`src/verilog/pmcr_defines.svh`:
```
`ifndef PMCR_DEFINES_SVH
`define PMCR_DEFINES_SVH

// ===========================================================================
// Register indices; byte address is four times the index.
// ===========================================================================
`define PMCR_IDX_BASIC_MODE_CONTROL      5'h00
`define PMCR_IDX_BASIC_MODE_STATUS       5'h01
`define PMCR_IDX_ABILITY_ADVERTISEMENT   5'h04
`define PMCR_IDX_PARTNER_ABILITY         5'h05
`define PMCR_IDX_POWER_SAVE_CONTROL      5'h11
`define PMCR_IDX_LINK_STATUS             5'h12
`define PMCR_IDX_REDUCED_INTERFACE_CFG   5'h17
`define PMCR_IDX_CABLE_PAIR_CONTROL      5'h19
`define PMCR_IDX_DEVICE_IDENTIFIER       5'h1a
`define PMCR_IDX_DEVICE_GLOBAL_RESET     5'h1f
`define PMCR_IDX_VENDOR_FIRST            5'h10

// ===========================================================================
// Field positions.
// ===========================================================================
`define PMCR_BMC_RESET_BIT       15
`define PMCR_BMC_SPEED_BIT       13
`define PMCR_BMC_AUTONEG_BIT     12
`define PMCR_BMC_POWER_DOWN_BIT  11
`define PMCR_BMC_RESTART_AN_BIT  9
`define PMCR_BMC_DUPLEX_BIT      8
`define PMCR_PSC_MODE_HI         14
`define PMCR_PSC_MODE_LO         12
`define PMCR_RIC_RMII_BIT        5
`define PMCR_CPC_MODE_HI         15
`define PMCR_CPC_MODE_LO         14
`define PMCR_DGR_RESET_BIT       15

// ===========================================================================
// Reset values and encodings.
// ===========================================================================
`define PMCR_RST_BASIC_MODE_CONTROL     16'h3100
`define PMCR_RST_ABILITY_ADVERTISEMENT  16'h01e1
`define PMCR_RST_POWER_SAVE_CONTROL     16'h0000
`define PMCR_RST_REDUCED_INTERFACE_CFG  16'h0000
`define PMCR_RST_CABLE_PAIR_CONTROL     16'h8000
`define PMCR_SLEEP_ACTIVE               3'h6
`define PMCR_SLEEP_PASSIVE              3'h7
`define PMCR_PAIR_AUTO                  2'h2
`define PMCR_PAIR_AUTO_ALT              2'h3
`define PMCR_PAIR_STRAIGHT              2'h0
`define PMCR_PAIR_CROSS                 2'h1

// ===========================================================================
// Timing.
// ===========================================================================
`define PMCR_CLK_HZ              40000000
`define PMCR_NLP_PERIOD_MS       1400
`define PMCR_NLP_CYCLES          ((`PMCR_CLK_HZ / 1000) * `PMCR_NLP_PERIOD_MS)
`define PMCR_RESET_NS            1000
`define PMCR_CLK_PERIOD_NS       25
`define PMCR_RESET_CYCLES        ((`PMCR_RESET_NS + `PMCR_CLK_PERIOD_NS - 1) / `PMCR_CLK_PERIOD_NS)
`define PMCR_REF_CLK_RMII_MHZ    50

`endif

```
`src/verilog/pmcr_pkg.sv`:
```
`default_nettype none

package pmcr_pkg;

    typedef struct packed {
        logic       autoneg;
        logic       speed_100;
        logic       full_duplex;
        logic [3:0] advert;
        logic [1:0] pair_mode;
        logic       rmii;
        logic       power_down;
        logic       sleep_active;
        logic       sleep_passive;
    } pmcr_ctrl_t;

    typedef struct packed {
        logic       link_up;
        logic       speed_100;
        logic       full_duplex;
        logic       crossover;
        logic       rmii;
        logic [3:0] partner;
    } pmcr_status_t;

    typedef enum logic [2:0] {
        PMCR_PW_RUN   = 3'b001,
        PMCR_PW_DOWN  = 3'b010,
        PMCR_PW_SLEEP = 3'b100
    } pmcr_power_t;

endpackage

`default_nettype wire

```
`src/verilog/pmcr_sync.sv`:
```
`include "pmcr_defines.svh"
`default_nettype none

module pmcr_sync #(
    parameter int W = 1
) (
    input  wire logic         pclk,
    input  wire logic         presetn,
    input  wire logic [W-1:0] async_in,
    output logic      [W-1:0] sync_out
);

    logic [W-1:0] s1_ff;
    logic [W-1:0] s2_ff;
    logic [W-1:0] s3_ff;
    logic [W-1:0] out_ff;

    // ==========================================================================
    // Three stages; a change counts once stages two and three agree.
    // ==========================================================================
    genvar i;
    generate
        for (i = 0; i < W; i++) begin : g_bit
            always_ff @(posedge pclk or negedge presetn) begin
                if (!presetn) begin
                    s1_ff[i]  <= 1'b0;
                    s2_ff[i]  <= 1'b0;
                    s3_ff[i]  <= 1'b0;
                    out_ff[i] <= 1'b0;
                end else begin
                    s1_ff[i] <= async_in[i];
                    s2_ff[i] <= s1_ff[i];
                    s3_ff[i] <= s2_ff[i];
                    if (s2_ff[i] == s3_ff[i]) begin
                        out_ff[i] <= s3_ff[i];
                    end
                end
            end
        end
    endgenerate

    assign sync_out = out_ff;

endmodule

`default_nettype wire

```
`src/verilog/pmcr_regs.sv`:
```
// Function
// - Bit 12 of basic_mode_control selects auto-negotiated or forced link behaviour; bit 9 only clears itself.
// - In forced mode, speed comes from basic_mode_control bit 13 and duplex from bit 8.
// - When auto-negotiating, the abilities held in ability_advertisement at 0x4 are advertised.
// - Bits 15:14 of cable_pair_control at 0x19 pick straight, crossover or automatic pairing.
// - Bit 5 of reduced_interface_config at 0x17 picks MII or RMII, RMII using a 50 MHz reference.
// - Writing one to basic_mode_control bit 11 puts the device into full power-down.
// - Power_save_control bits 14:12 equal to 110 select active sleep with a link pulse every 1.4 s.
// - Power_save_control bits 14:12 equal to 111 select passive sleep, left when a partner is seen.
// - Bit 15 of basic_mode_control and bit 15 of device_global_reset start a device reset.
// - Standard registers sit at 0x00 to 0x0f and vendor registers at 0x10 to 0x1f.
// - The device latches a management address in 31..0 once after reset release; software can read it back.
// - Link state, speed, duplex, pairing, interface and partner abilities are readable.
`include "pmcr_defines.svh"
`default_nettype none

module pmcr_regs (
    input  wire logic                  pclk,
    input  wire logic                  presetn,
    input  wire logic                  psel,
    input  wire logic                  penable,
    input  wire logic                  pwrite,
    input  wire logic [31:0]           paddr,
    input  wire logic [31:0]           pwdata,
    output logic      [31:0]           prdata,
    output logic                       pready,
    output logic                       pslverr,
    input  wire logic [4:0]            mgmt_address,
    input  wire logic                  link_up_pin,
    input  wire logic                  speed_100_pin,
    input  wire logic                  full_duplex_pin,
    input  wire logic                  crossover_pin,
    input  wire logic [3:0]            partner_pin,
    input  wire logic                  partner_detect_pin,
    output pmcr_pkg::pmcr_ctrl_t       ctrl,
    output logic                       core_reset,
    output logic                       core_power_off,
    output logic                       link_pulse,
    output logic                       reference_clock_input_50m
);

    // ==========================================================================
    // Registers.
    // ==========================================================================
    logic [15:0]           bmc_ff;
    logic [15:0]           adv_ff;
    logic [15:0]           psc_ff;
    logic [15:0]           ric_ff;
    logic [15:0]           cpc_ff;
    logic                  dgr_ff;
    logic [4:0]            addr_ff;
    logic                  strap_done_ff;
    logic [15:0]           rst_cnt_ff;
    logic [31:0]           nlp_cnt_ff;
    logic [31:0]           prdata_ff;
    logic                  pready_ff;
    logic                  pslverr_ff;
    logic                  core_reset_ff;
    logic                  power_off_ff;
    logic                  link_pulse_ff;
    logic                  ref50_ff;
    pmcr_pkg::pmcr_ctrl_t  ctrl_ff;
    pmcr_pkg::pmcr_power_t pw_ff;
    pmcr_pkg::pmcr_power_t nxt_pw;
    pmcr_pkg::pmcr_status_t st;

    logic [8:0] status_sync;

    pmcr_sync #(
        .W (9)
    ) u_sync (
        .pclk     (pclk),
        .presetn  (presetn),
        .async_in ({link_up_pin, speed_100_pin, full_duplex_pin, crossover_pin,
                    partner_pin, partner_detect_pin}),
        .sync_out (status_sync)
    );

    wire       partner_seen = status_sync[0];

    // ==========================================================================
    // Status and decode.
    // ==========================================================================
    assign st.link_up     = status_sync[8] & (pw_ff == pmcr_pkg::PMCR_PW_RUN);
    assign st.speed_100   = status_sync[7];
    assign st.full_duplex = status_sync[6];
    assign st.crossover   = status_sync[5];
    assign st.rmii        = ric_ff[`PMCR_RIC_RMII_BIT];
    assign st.partner     = status_sync[4:1];

    wire       setup      = psel & ~penable;
    wire       access     = psel & penable & pready_ff;
    wire       aligned    = (paddr[1:0] == 2'h0) & (paddr[31:7] == 25'h0);
    wire [4:0] idx        = paddr[6:2];
    wire       idx_known  = (idx == `PMCR_IDX_BASIC_MODE_CONTROL) | (idx == `PMCR_IDX_BASIC_MODE_STATUS)
                          | (idx == `PMCR_IDX_ABILITY_ADVERTISEMENT) | (idx == `PMCR_IDX_PARTNER_ABILITY)
                          | (idx == `PMCR_IDX_POWER_SAVE_CONTROL) | (idx == `PMCR_IDX_LINK_STATUS)
                          | (idx == `PMCR_IDX_REDUCED_INTERFACE_CFG) | (idx == `PMCR_IDX_CABLE_PAIR_CONTROL)
                          | (idx == `PMCR_IDX_DEVICE_IDENTIFIER) | (idx == `PMCR_IDX_DEVICE_GLOBAL_RESET);
    wire       hit        = aligned & idx_known;
    wire       wr         = access & pwrite & hit & ~core_reset_ff;
    wire       wr_bmc     = wr & (idx == `PMCR_IDX_BASIC_MODE_CONTROL);
    wire       wr_adv     = wr & (idx == `PMCR_IDX_ABILITY_ADVERTISEMENT);
    wire       wr_psc     = wr & (idx == `PMCR_IDX_POWER_SAVE_CONTROL);
    wire       wr_ric     = wr & (idx == `PMCR_IDX_REDUCED_INTERFACE_CFG);
    wire       wr_cpc     = wr & (idx == `PMCR_IDX_CABLE_PAIR_CONTROL);
    wire       wr_dgr     = wr & (idx == `PMCR_IDX_DEVICE_GLOBAL_RESET);

    // A reset request from either register starts the reset timer.
    wire       reset_req  = (wr_bmc & pwdata[`PMCR_BMC_RESET_BIT])
                          | (wr_dgr & pwdata[`PMCR_DGR_RESET_BIT]);
    wire       reset_done = core_reset_ff & (rst_cnt_ff == 16'h0001);

    wire [2:0] sleep_mode = psc_ff[`PMCR_PSC_MODE_HI:`PMCR_PSC_MODE_LO];
    wire       sleep_act  = (sleep_mode == `PMCR_SLEEP_ACTIVE);
    wire       sleep_pas  = (sleep_mode == `PMCR_SLEEP_PASSIVE);
    wire       want_down  = bmc_ff[`PMCR_BMC_POWER_DOWN_BIT];

    wire [1:0] pair_sel   = cpc_ff[`PMCR_CPC_MODE_HI:`PMCR_CPC_MODE_LO];
    wire       autoneg    = bmc_ff[`PMCR_BMC_AUTONEG_BIT];

    wire [15:0] rd_word =
        (idx == `PMCR_IDX_BASIC_MODE_CONTROL)    ? bmc_ff :
        (idx == `PMCR_IDX_BASIC_MODE_STATUS)     ? {10'h000, st.full_duplex, st.speed_100,
                                                    3'h0, st.link_up} :
        (idx == `PMCR_IDX_ABILITY_ADVERTISEMENT) ? adv_ff :
        (idx == `PMCR_IDX_PARTNER_ABILITY)       ? {7'h00, st.partner, 5'h01} :
        (idx == `PMCR_IDX_POWER_SAVE_CONTROL)    ? psc_ff :
        (idx == `PMCR_IDX_LINK_STATUS)           ? {9'h000, st.rmii, st.crossover, st.full_duplex,
                                                    st.speed_100, pw_ff[2], pw_ff[1], st.link_up} :
        (idx == `PMCR_IDX_REDUCED_INTERFACE_CFG) ? ric_ff :
        (idx == `PMCR_IDX_CABLE_PAIR_CONTROL)    ? cpc_ff :
        (idx == `PMCR_IDX_DEVICE_IDENTIFIER)     ? {11'h000, addr_ff} :
                                                   {dgr_ff, 15'h0000};

    // ==========================================================================
    // Power state machine.
    // ==========================================================================
    always_comb begin
        nxt_pw = pw_ff;
        unique case (pw_ff)
            pmcr_pkg::PMCR_PW_RUN: begin
                if (want_down) begin
                    nxt_pw = pmcr_pkg::PMCR_PW_DOWN;
                end else if ((sleep_act | sleep_pas) & !partner_seen) begin
                    nxt_pw = pmcr_pkg::PMCR_PW_SLEEP;
                end
            end
            pmcr_pkg::PMCR_PW_DOWN: begin
                if (!want_down) begin
                    nxt_pw = pmcr_pkg::PMCR_PW_RUN;
                end
            end
            pmcr_pkg::PMCR_PW_SLEEP: begin
                if (want_down) begin
                    nxt_pw = pmcr_pkg::PMCR_PW_DOWN;
                end else if (partner_seen | !(sleep_act | sleep_pas)) begin
                    nxt_pw = pmcr_pkg::PMCR_PW_RUN;
                end
            end
            default: begin
                nxt_pw = pmcr_pkg::PMCR_PW_RUN;
            end
        endcase
    end

    // ==========================================================================
    // Management address strap, caught once after reset release.
    // ==========================================================================
    always_ff @(posedge pclk or negedge presetn) begin
        if (!presetn) begin
            addr_ff       <= 5'h00;
            strap_done_ff <= 1'b0;
        end else if (!strap_done_ff) begin
            addr_ff       <= mgmt_address;
            strap_done_ff <= 1'b1;
        end
    end

    // ==========================================================================
    // Control registers; a reset request returns them to defaults, with basic_mode_control bit 15 left set.
    // ==========================================================================
    always_ff @(posedge pclk or negedge presetn) begin
        if (!presetn) begin
            bmc_ff <= `PMCR_RST_BASIC_MODE_CONTROL;
            adv_ff <= `PMCR_RST_ABILITY_ADVERTISEMENT;
            psc_ff <= `PMCR_RST_POWER_SAVE_CONTROL;
            ric_ff <= `PMCR_RST_REDUCED_INTERFACE_CFG;
            cpc_ff <= `PMCR_RST_CABLE_PAIR_CONTROL;
        end else if (reset_req) begin
            bmc_ff <= `PMCR_RST_BASIC_MODE_CONTROL | 16'h8000;
            adv_ff <= `PMCR_RST_ABILITY_ADVERTISEMENT;
            psc_ff <= `PMCR_RST_POWER_SAVE_CONTROL;
            ric_ff <= `PMCR_RST_REDUCED_INTERFACE_CFG;
            cpc_ff <= `PMCR_RST_CABLE_PAIR_CONTROL;
        end else begin
            if (wr_bmc) begin
                bmc_ff <= pwdata[15:0] & 16'h7fff;
            end else if (reset_done) begin
                bmc_ff[`PMCR_BMC_RESET_BIT] <= 1'b0;
            end else if (bmc_ff[`PMCR_BMC_RESTART_AN_BIT]) begin
                bmc_ff[`PMCR_BMC_RESTART_AN_BIT] <= 1'b0;
            end
            if (wr_adv) begin
                adv_ff <= pwdata[15:0];
            end
            if (wr_psc) begin
                psc_ff <= pwdata[15:0];
            end
            if (wr_ric) begin
                ric_ff <= pwdata[15:0];
            end
            if (wr_cpc) begin
                cpc_ff <= pwdata[15:0];
            end
        end
    end

    // ==========================================================================
    // Reset timer; request wins over completion.
    // ==========================================================================
    always_ff @(posedge pclk or negedge presetn) begin
        if (!presetn) begin
            dgr_ff        <= 1'b0;
            core_reset_ff <= 1'b0;
            rst_cnt_ff    <= 16'h0000;
        end else if (reset_req) begin
            dgr_ff        <= wr_dgr & pwdata[`PMCR_DGR_RESET_BIT];
            core_reset_ff <= 1'b1;
            rst_cnt_ff    <= 16'(`PMCR_RESET_CYCLES);
        end else if (reset_done) begin
            dgr_ff        <= 1'b0;
            core_reset_ff <= 1'b0;
            rst_cnt_ff    <= 16'h0000;
        end else if (core_reset_ff) begin
            rst_cnt_ff    <= rst_cnt_ff - 16'h0001;
        end
    end

    // ==========================================================================
    // Power state, link pulse timer and derived control.
    // ==========================================================================
    always_ff @(posedge pclk or negedge presetn) begin
        if (!presetn) begin
            pw_ff         <= pmcr_pkg::PMCR_PW_RUN;
            nlp_cnt_ff    <= 32'h0000_0000;
            link_pulse_ff <= 1'b0;
        end else begin
            pw_ff <= nxt_pw;
            if (pw_ff == pmcr_pkg::PMCR_PW_SLEEP && sleep_act &&
                nlp_cnt_ff == 32'(`PMCR_NLP_CYCLES - 1)) begin
                nlp_cnt_ff    <= 32'h0000_0000;
                link_pulse_ff <= 1'b1;
            end else begin
                nlp_cnt_ff    <= (pw_ff == pmcr_pkg::PMCR_PW_SLEEP && sleep_act) ?
                                 nlp_cnt_ff + 32'h0000_0001 : 32'h0000_0000;
                link_pulse_ff <= 1'b0;
            end
        end
    end

    always_ff @(posedge pclk or negedge presetn) begin
        if (!presetn) begin
            ctrl_ff      <= '0;
            power_off_ff <= 1'b0;
            ref50_ff     <= 1'b0;
        end else begin
            ctrl_ff.autoneg       <= autoneg;
            ctrl_ff.speed_100     <= autoneg ? st.speed_100 : bmc_ff[`PMCR_BMC_SPEED_BIT];
            ctrl_ff.full_duplex   <= autoneg ? st.full_duplex : bmc_ff[`PMCR_BMC_DUPLEX_BIT];
            ctrl_ff.advert        <= autoneg ? adv_ff[8:5] : 4'h0;
            ctrl_ff.pair_mode     <= (pair_sel == `PMCR_PAIR_AUTO_ALT) ? `PMCR_PAIR_AUTO : pair_sel;
            ctrl_ff.rmii          <= ric_ff[`PMCR_RIC_RMII_BIT];
            ctrl_ff.power_down    <= (pw_ff == pmcr_pkg::PMCR_PW_DOWN);
            ctrl_ff.sleep_active  <= (pw_ff == pmcr_pkg::PMCR_PW_SLEEP) & sleep_act;
            ctrl_ff.sleep_passive <= (pw_ff == pmcr_pkg::PMCR_PW_SLEEP) & sleep_pas;
            power_off_ff          <= (pw_ff != pmcr_pkg::PMCR_PW_RUN);
            ref50_ff              <= ric_ff[`PMCR_RIC_RMII_BIT];
        end
    end

    // ==========================================================================
    // APB slave: no wait states, error on unmapped or misaligned address.
    // ==========================================================================
    always_ff @(posedge pclk or negedge presetn) begin
        if (!presetn) begin
            pready_ff  <= 1'b0;
            pslverr_ff <= 1'b0;
            prdata_ff  <= 32'h0000_0000;
        end else begin
            pready_ff  <= setup;
            pslverr_ff <= setup & ~hit;
            prdata_ff  <= (setup & hit & ~pwrite) ? {16'h0000, rd_word} : 32'h0000_0000;
        end
    end

    assign prdata                    = prdata_ff;
    assign pready                    = pready_ff;
    assign pslverr                   = pslverr_ff;
    assign ctrl                      = ctrl_ff;
    assign core_reset                = core_reset_ff;
    assign core_power_off            = power_off_ff;
    assign link_pulse                = link_pulse_ff;
    assign reference_clock_input_50m = ref50_ff;

endmodule

`default_nettype wire

```
`config.mk`:
```
export PLATFORM = sky130hd
export DESIGN_NAME = pmcr_regs
export DESIGN_NICKNAME = d
export VERILOG_FILES = /design/src/verilog/pmcr_pkg.sv /design/src/verilog/pmcr_sync.sv /design/src/verilog/pmcr_regs.sv
export VERILOG_INCLUDE_DIRS = /design/src /design/src/verilog
export SDC_FILE = /design/constraint.sdc
export NUM_CORES = 1
export LEC_CHECK = 0
export ABC_AREA = 1
export BUFFER_PORTS_ARGS = -buffer_cell sky130_fd_sc_hd__buf_2
export CAP_MARGIN = 5
export CELL_PAD_IN_SITES_DETAIL_PLACEMENT = 1
export CELL_PAD_IN_SITES_GLOBAL_PLACEMENT = 1
export CORE_ASPECT_RATIO = 1.4
export CORE_UTILIZATION = 43
export DETAILED_ROUTE_END_ITERATION = 8
export GPL_TIMING_DRIVEN = 0
export HOLD_SLACK_MARGIN = 0.06
export PLACE_DENSITY = 0.87
export SLEW_MARGIN = 0
export SYNTH_ARGS = -nofsm -noshare
export SYNTH_HDL_FRONTEND = slang
export SYNTH_SLANG_ARGS = --single-unit
```
`constraint.sdc`:
```
create_clock -name pclk -period 2.3 [get_ports pclk]
set_clock_uncertainty 0.15 [all_clocks]
set_input_delay 0.23 -clock pclk [delete_from_list [all_inputs] [get_ports pclk]]
set_output_delay 0.23 -clock pclk [all_outputs]
set_load 0.02 [all_outputs]
```
==> flow_summary.yaml <==
setup_path:
  path_cells: "inv_2, nand3_1, nor2_4, buf_12, nand4_4, buf_2, buf_2, nand3_1, nand2_1"
  critPathCaptureType: "flip-flop"
  reg2reg_depth: 9
  cp_data_required_time_ps: 2540
  critPathSlowestCell: "dfrtp_2"
  start_kind: "flip-flop"
  cpPeakStageDelay_ps: 490
  criticalPathCategory: "flip-flop to flip-flop"
  critPathMaxFanout: 10
  r2r-end: "cpc_ff[12]"
  regToRegStartpoint: "core_reset"
  reg2reg_slack_ps: 80
  worst-endpoint-arrival_ps: 2460
synthesis:
  synth-seq-cells: 208
  yosysSeqAreaShare_pct: 54.2
  syn_inst: 1112
  syn-cell-area_um2: 9630
  synth_warnings: 0
  post_synth_num_cell_types: 46
  async_flop_share_pct: 100
  avgSynthCellArea_um2: 8.66
  synth-edff-count: 0
  synth_ff_type: "dfrtp_1"
pwr:
  intPower_mw: 6.14
  switching_share_pct: 22.9
  power_frac_comb_pct: 5.1
  power_density_nw_per_um2: 668
  cellLeakagePower_nw: 5.93
  p_total_mw: 7.97
  p_clk_share_pct: 47.9
  p_seq_share_pct: 47.0
  p_switching_mw: 1.83
  vdd_drop_max_v: 0.000519
status:
  status: "finished clean"
cells_and_area:
  seqCellArea_um2: 5220
  final_common_cell: "nand2_1"
  area_growth_pct: 23.8
  final_cell_mix: "nand2_1, dfrtp_1, nand3_1"
  drive_gt1_share_pct: 18.7
  stdcell_area_um2: 11900
  layout.nets: 1378
  fillers: 2645
  multiInputGateArea_um2: 3820
floorplanning:
  dieHeight_um: 179
  start_util_pct: 43.9
  die-area_um2: 23000
  ios: 134
  die_w_um: 128
  rows: 64
  core_area_um2: 21900
clock_network:
  clockRootBuffer: "clkbuf_16"
  tritoncts: "done"
  clkLatencyLatePin_ps: 510
  cts_buffer_depth: 3
  cts.clk_slew.worst_paths_ps: 60
  cts.sinks: 208
  cts-buffers-inserted: 23
  htree_num_levels: 1
min_path:
  min-delay-start: "paddr[2]"
  holdPathEnd: "prdata[7]"
  holdPathStages: 3
  hold_path_class: "input pin to flip-flop"
timing:
  finalSetupViolCount: 0
  timing.fmax_mhz: 451
  hold_viol: 0
  timing.hold.ws_ps: 92.4
  slew_headroom_pct: 54.1
  slew_viol_final: 0
  timing.final.crit_share_pct: 96.5
  rsz0062_at_grt: "no"
  worst_pin_slew_ps: 683
  period_needed_ps: 2220
global_route:
  overflow: 0
  antenna_found_initial: 1
  grt_pass1_vias: 9691
  grt_use_total_pct: 29.9
  grt_max_degree: 104
  grt_pass1_wl_mm: 52.2
detailed_routing:
  firstDrtPassIters: 5
  drt_iter0_markers: 582
  dr_wl_met3_mm: 1.48
  wl_met2_mm: 17.4
  wl_mm: 33.0
  vias: 8831
  wl_met1_mm: 11.7
  ant_nets: 0
  route.detailed.drc: 0
  viasPerCell: 5.50
  topRoutingLayerUsed: "met4"
  wl_per_cell_um: 20.6
place:
  post_dp_cell_area_um2: 10600
  portBuffers: 99
  gp_congestion: 0.882
  dp_hpwl_mm: 22.5
flow_run:
  maxCapViolations: 0
per-stage QoR:
stage | utilization (%) | setup slack (ps) | instances | setup TNS [ps]
2_1_floorplan | - | 258 | 1127 | 0
3_3_place_gp | 48.1 | -2660 | 1523 | -556500
3_5_place_dp | 48.4 | -334 | 1525 | -32050
4_1_cts | 53.9 | 1.19 | 1603 | 0
5_1_grt | 54.3 | 0.463 | 1606 | 0
6_report | 54.3 | 81.3 | 1606 | 0
worst max-delay path by stage:
stage                from             end  slack, ps  cells past startpoint
2_1_floorplan  core_reset      psc_ff[10]        260                     10
3_3_place_gp      presetn      prdata[11]      -2660                      1
3_5_place_dp     paddr[5]      cpc_ff[12]       -330                     11
4_1_cts          pw_ff[2]  nlp_cnt_ff[29]          1                     10
5_1_grt          pw_ff[2]  nlp_cnt_ff[29]        0.5                     10
6_report       core_reset      cpc_ff[12]         80                      9
kinds of logic after synthesis:
family	synth area share (%)
AO/OA/AOI/OAI	5.68
XOR/XNOR	2.18
adder cells (fa/ha/maj)	1.33
buffers and inverters	7.72
flip-flops	54.2
multiplexers	0.585
other	0.0780
AND/OR/NAND/NOR	28.2
routing by layer:
layer	up-vias	global-route usage [%]
met5	-	0
met4	0	20.7
met3	143	3.46
met2	334	54.5
met1	4362	32.1
li1	3992	-
worst max-delay path: cells and delay by family (launching register included):
family / cells / cell delay (ps)
buffers and inverters: 4 / 790
flip-flops: 1 / 490
AND/OR/NAND/NOR: 5 / 650
sequential cells by signal, summed over array words and instances (netlist names), 9 cells and up:
signal	count
nlp_cnt_ff	32
adv_ff	16
bmc_ff	16
cpc_ff	16
prdata	16
psc_ff	16
ric_ff	16
rst_cnt_ff	16
ctrl	13
u_sync.s1_ff	9
u_sync.s2_ff	9
u_sync.s3_ff	9
u_sync.sync_out	9
area by class of cell:
class                      instances  area share [%]
multi-input combinational        747            32.1
inverter                         111            3.49
antenna                            1          0.0210
clock inverter                    12            1.28
tap                              297            3.12
clock buffer                      29            5.27
sequential                       208            43.8
timing repair buffer             141            8.19
buffer                            60            2.80
synthesized netlist by cell type, types with 2 or more instances:
master / instances / area, µm²
nand2_1: 225 / 845
dfrtp_1: 198 / 4950
nand3_1: 179 / 896
inv_1: 103 / 387
nor2_1: 94 / 353
o21ai_0: 45 / 225
nor3_1: 30 / 150
nand4_1: 28 / 175
clkbuf_1: 23 / 86.3
a21oi_1: 22 / 110
buf_4: 21 / 158
xor2_1: 20 / 175
buf_2: 15 / 75.1
dfstp_2: 10 / 263
nor4_1: 10 / 62.6
maj3_1: 9 / 90.1
inv_2: 8 / 30.0
o211ai_1: 8 / 60.1
or2_2: 7 / 43.8
mux2_2: 5 / 56.3
nand3b_1: 5 / 37.5
a31oi_1: 4 / 25.0
nor2_2: 4 / 25.0
xnor2_1: 4 / 35.0
a221oi_1: 3 / 26.3
ha_1: 3 / 37.5
o22ai_1: 3 / 18.8
a211oi_1: 2 / 15.0
buf_1: 2 / 7.51
conb_1: 2 / 7.51
nor2_4: 2 / 22.5
nor3b_1: 2 / 15.0
o21a_1: 2 / 15.0
o21ai_1: 2 / 10.0
power by group through the flow:
stage               sequential [mW]  clock (mW)  combinational, mW
global placement               3.81           0              0.319
global route                   3.75        4.02              0.437
CTS                            3.74        3.88              0.399
detailed placement             3.81           0              0.342
finish                         3.74        3.82              0.404
floorplan                      3.80           0              0.125
what timing repair did:
item,4_1_cts,5_1_grt
setup endpoints to repair,118,104
resized for setup,9,27
pin swaps,1,7
hold buffers,37,0
endpoints found under the hold margin,226,0
buffers inserted,1,2
No activity file was read; power rests on OpenSTA's default activity.
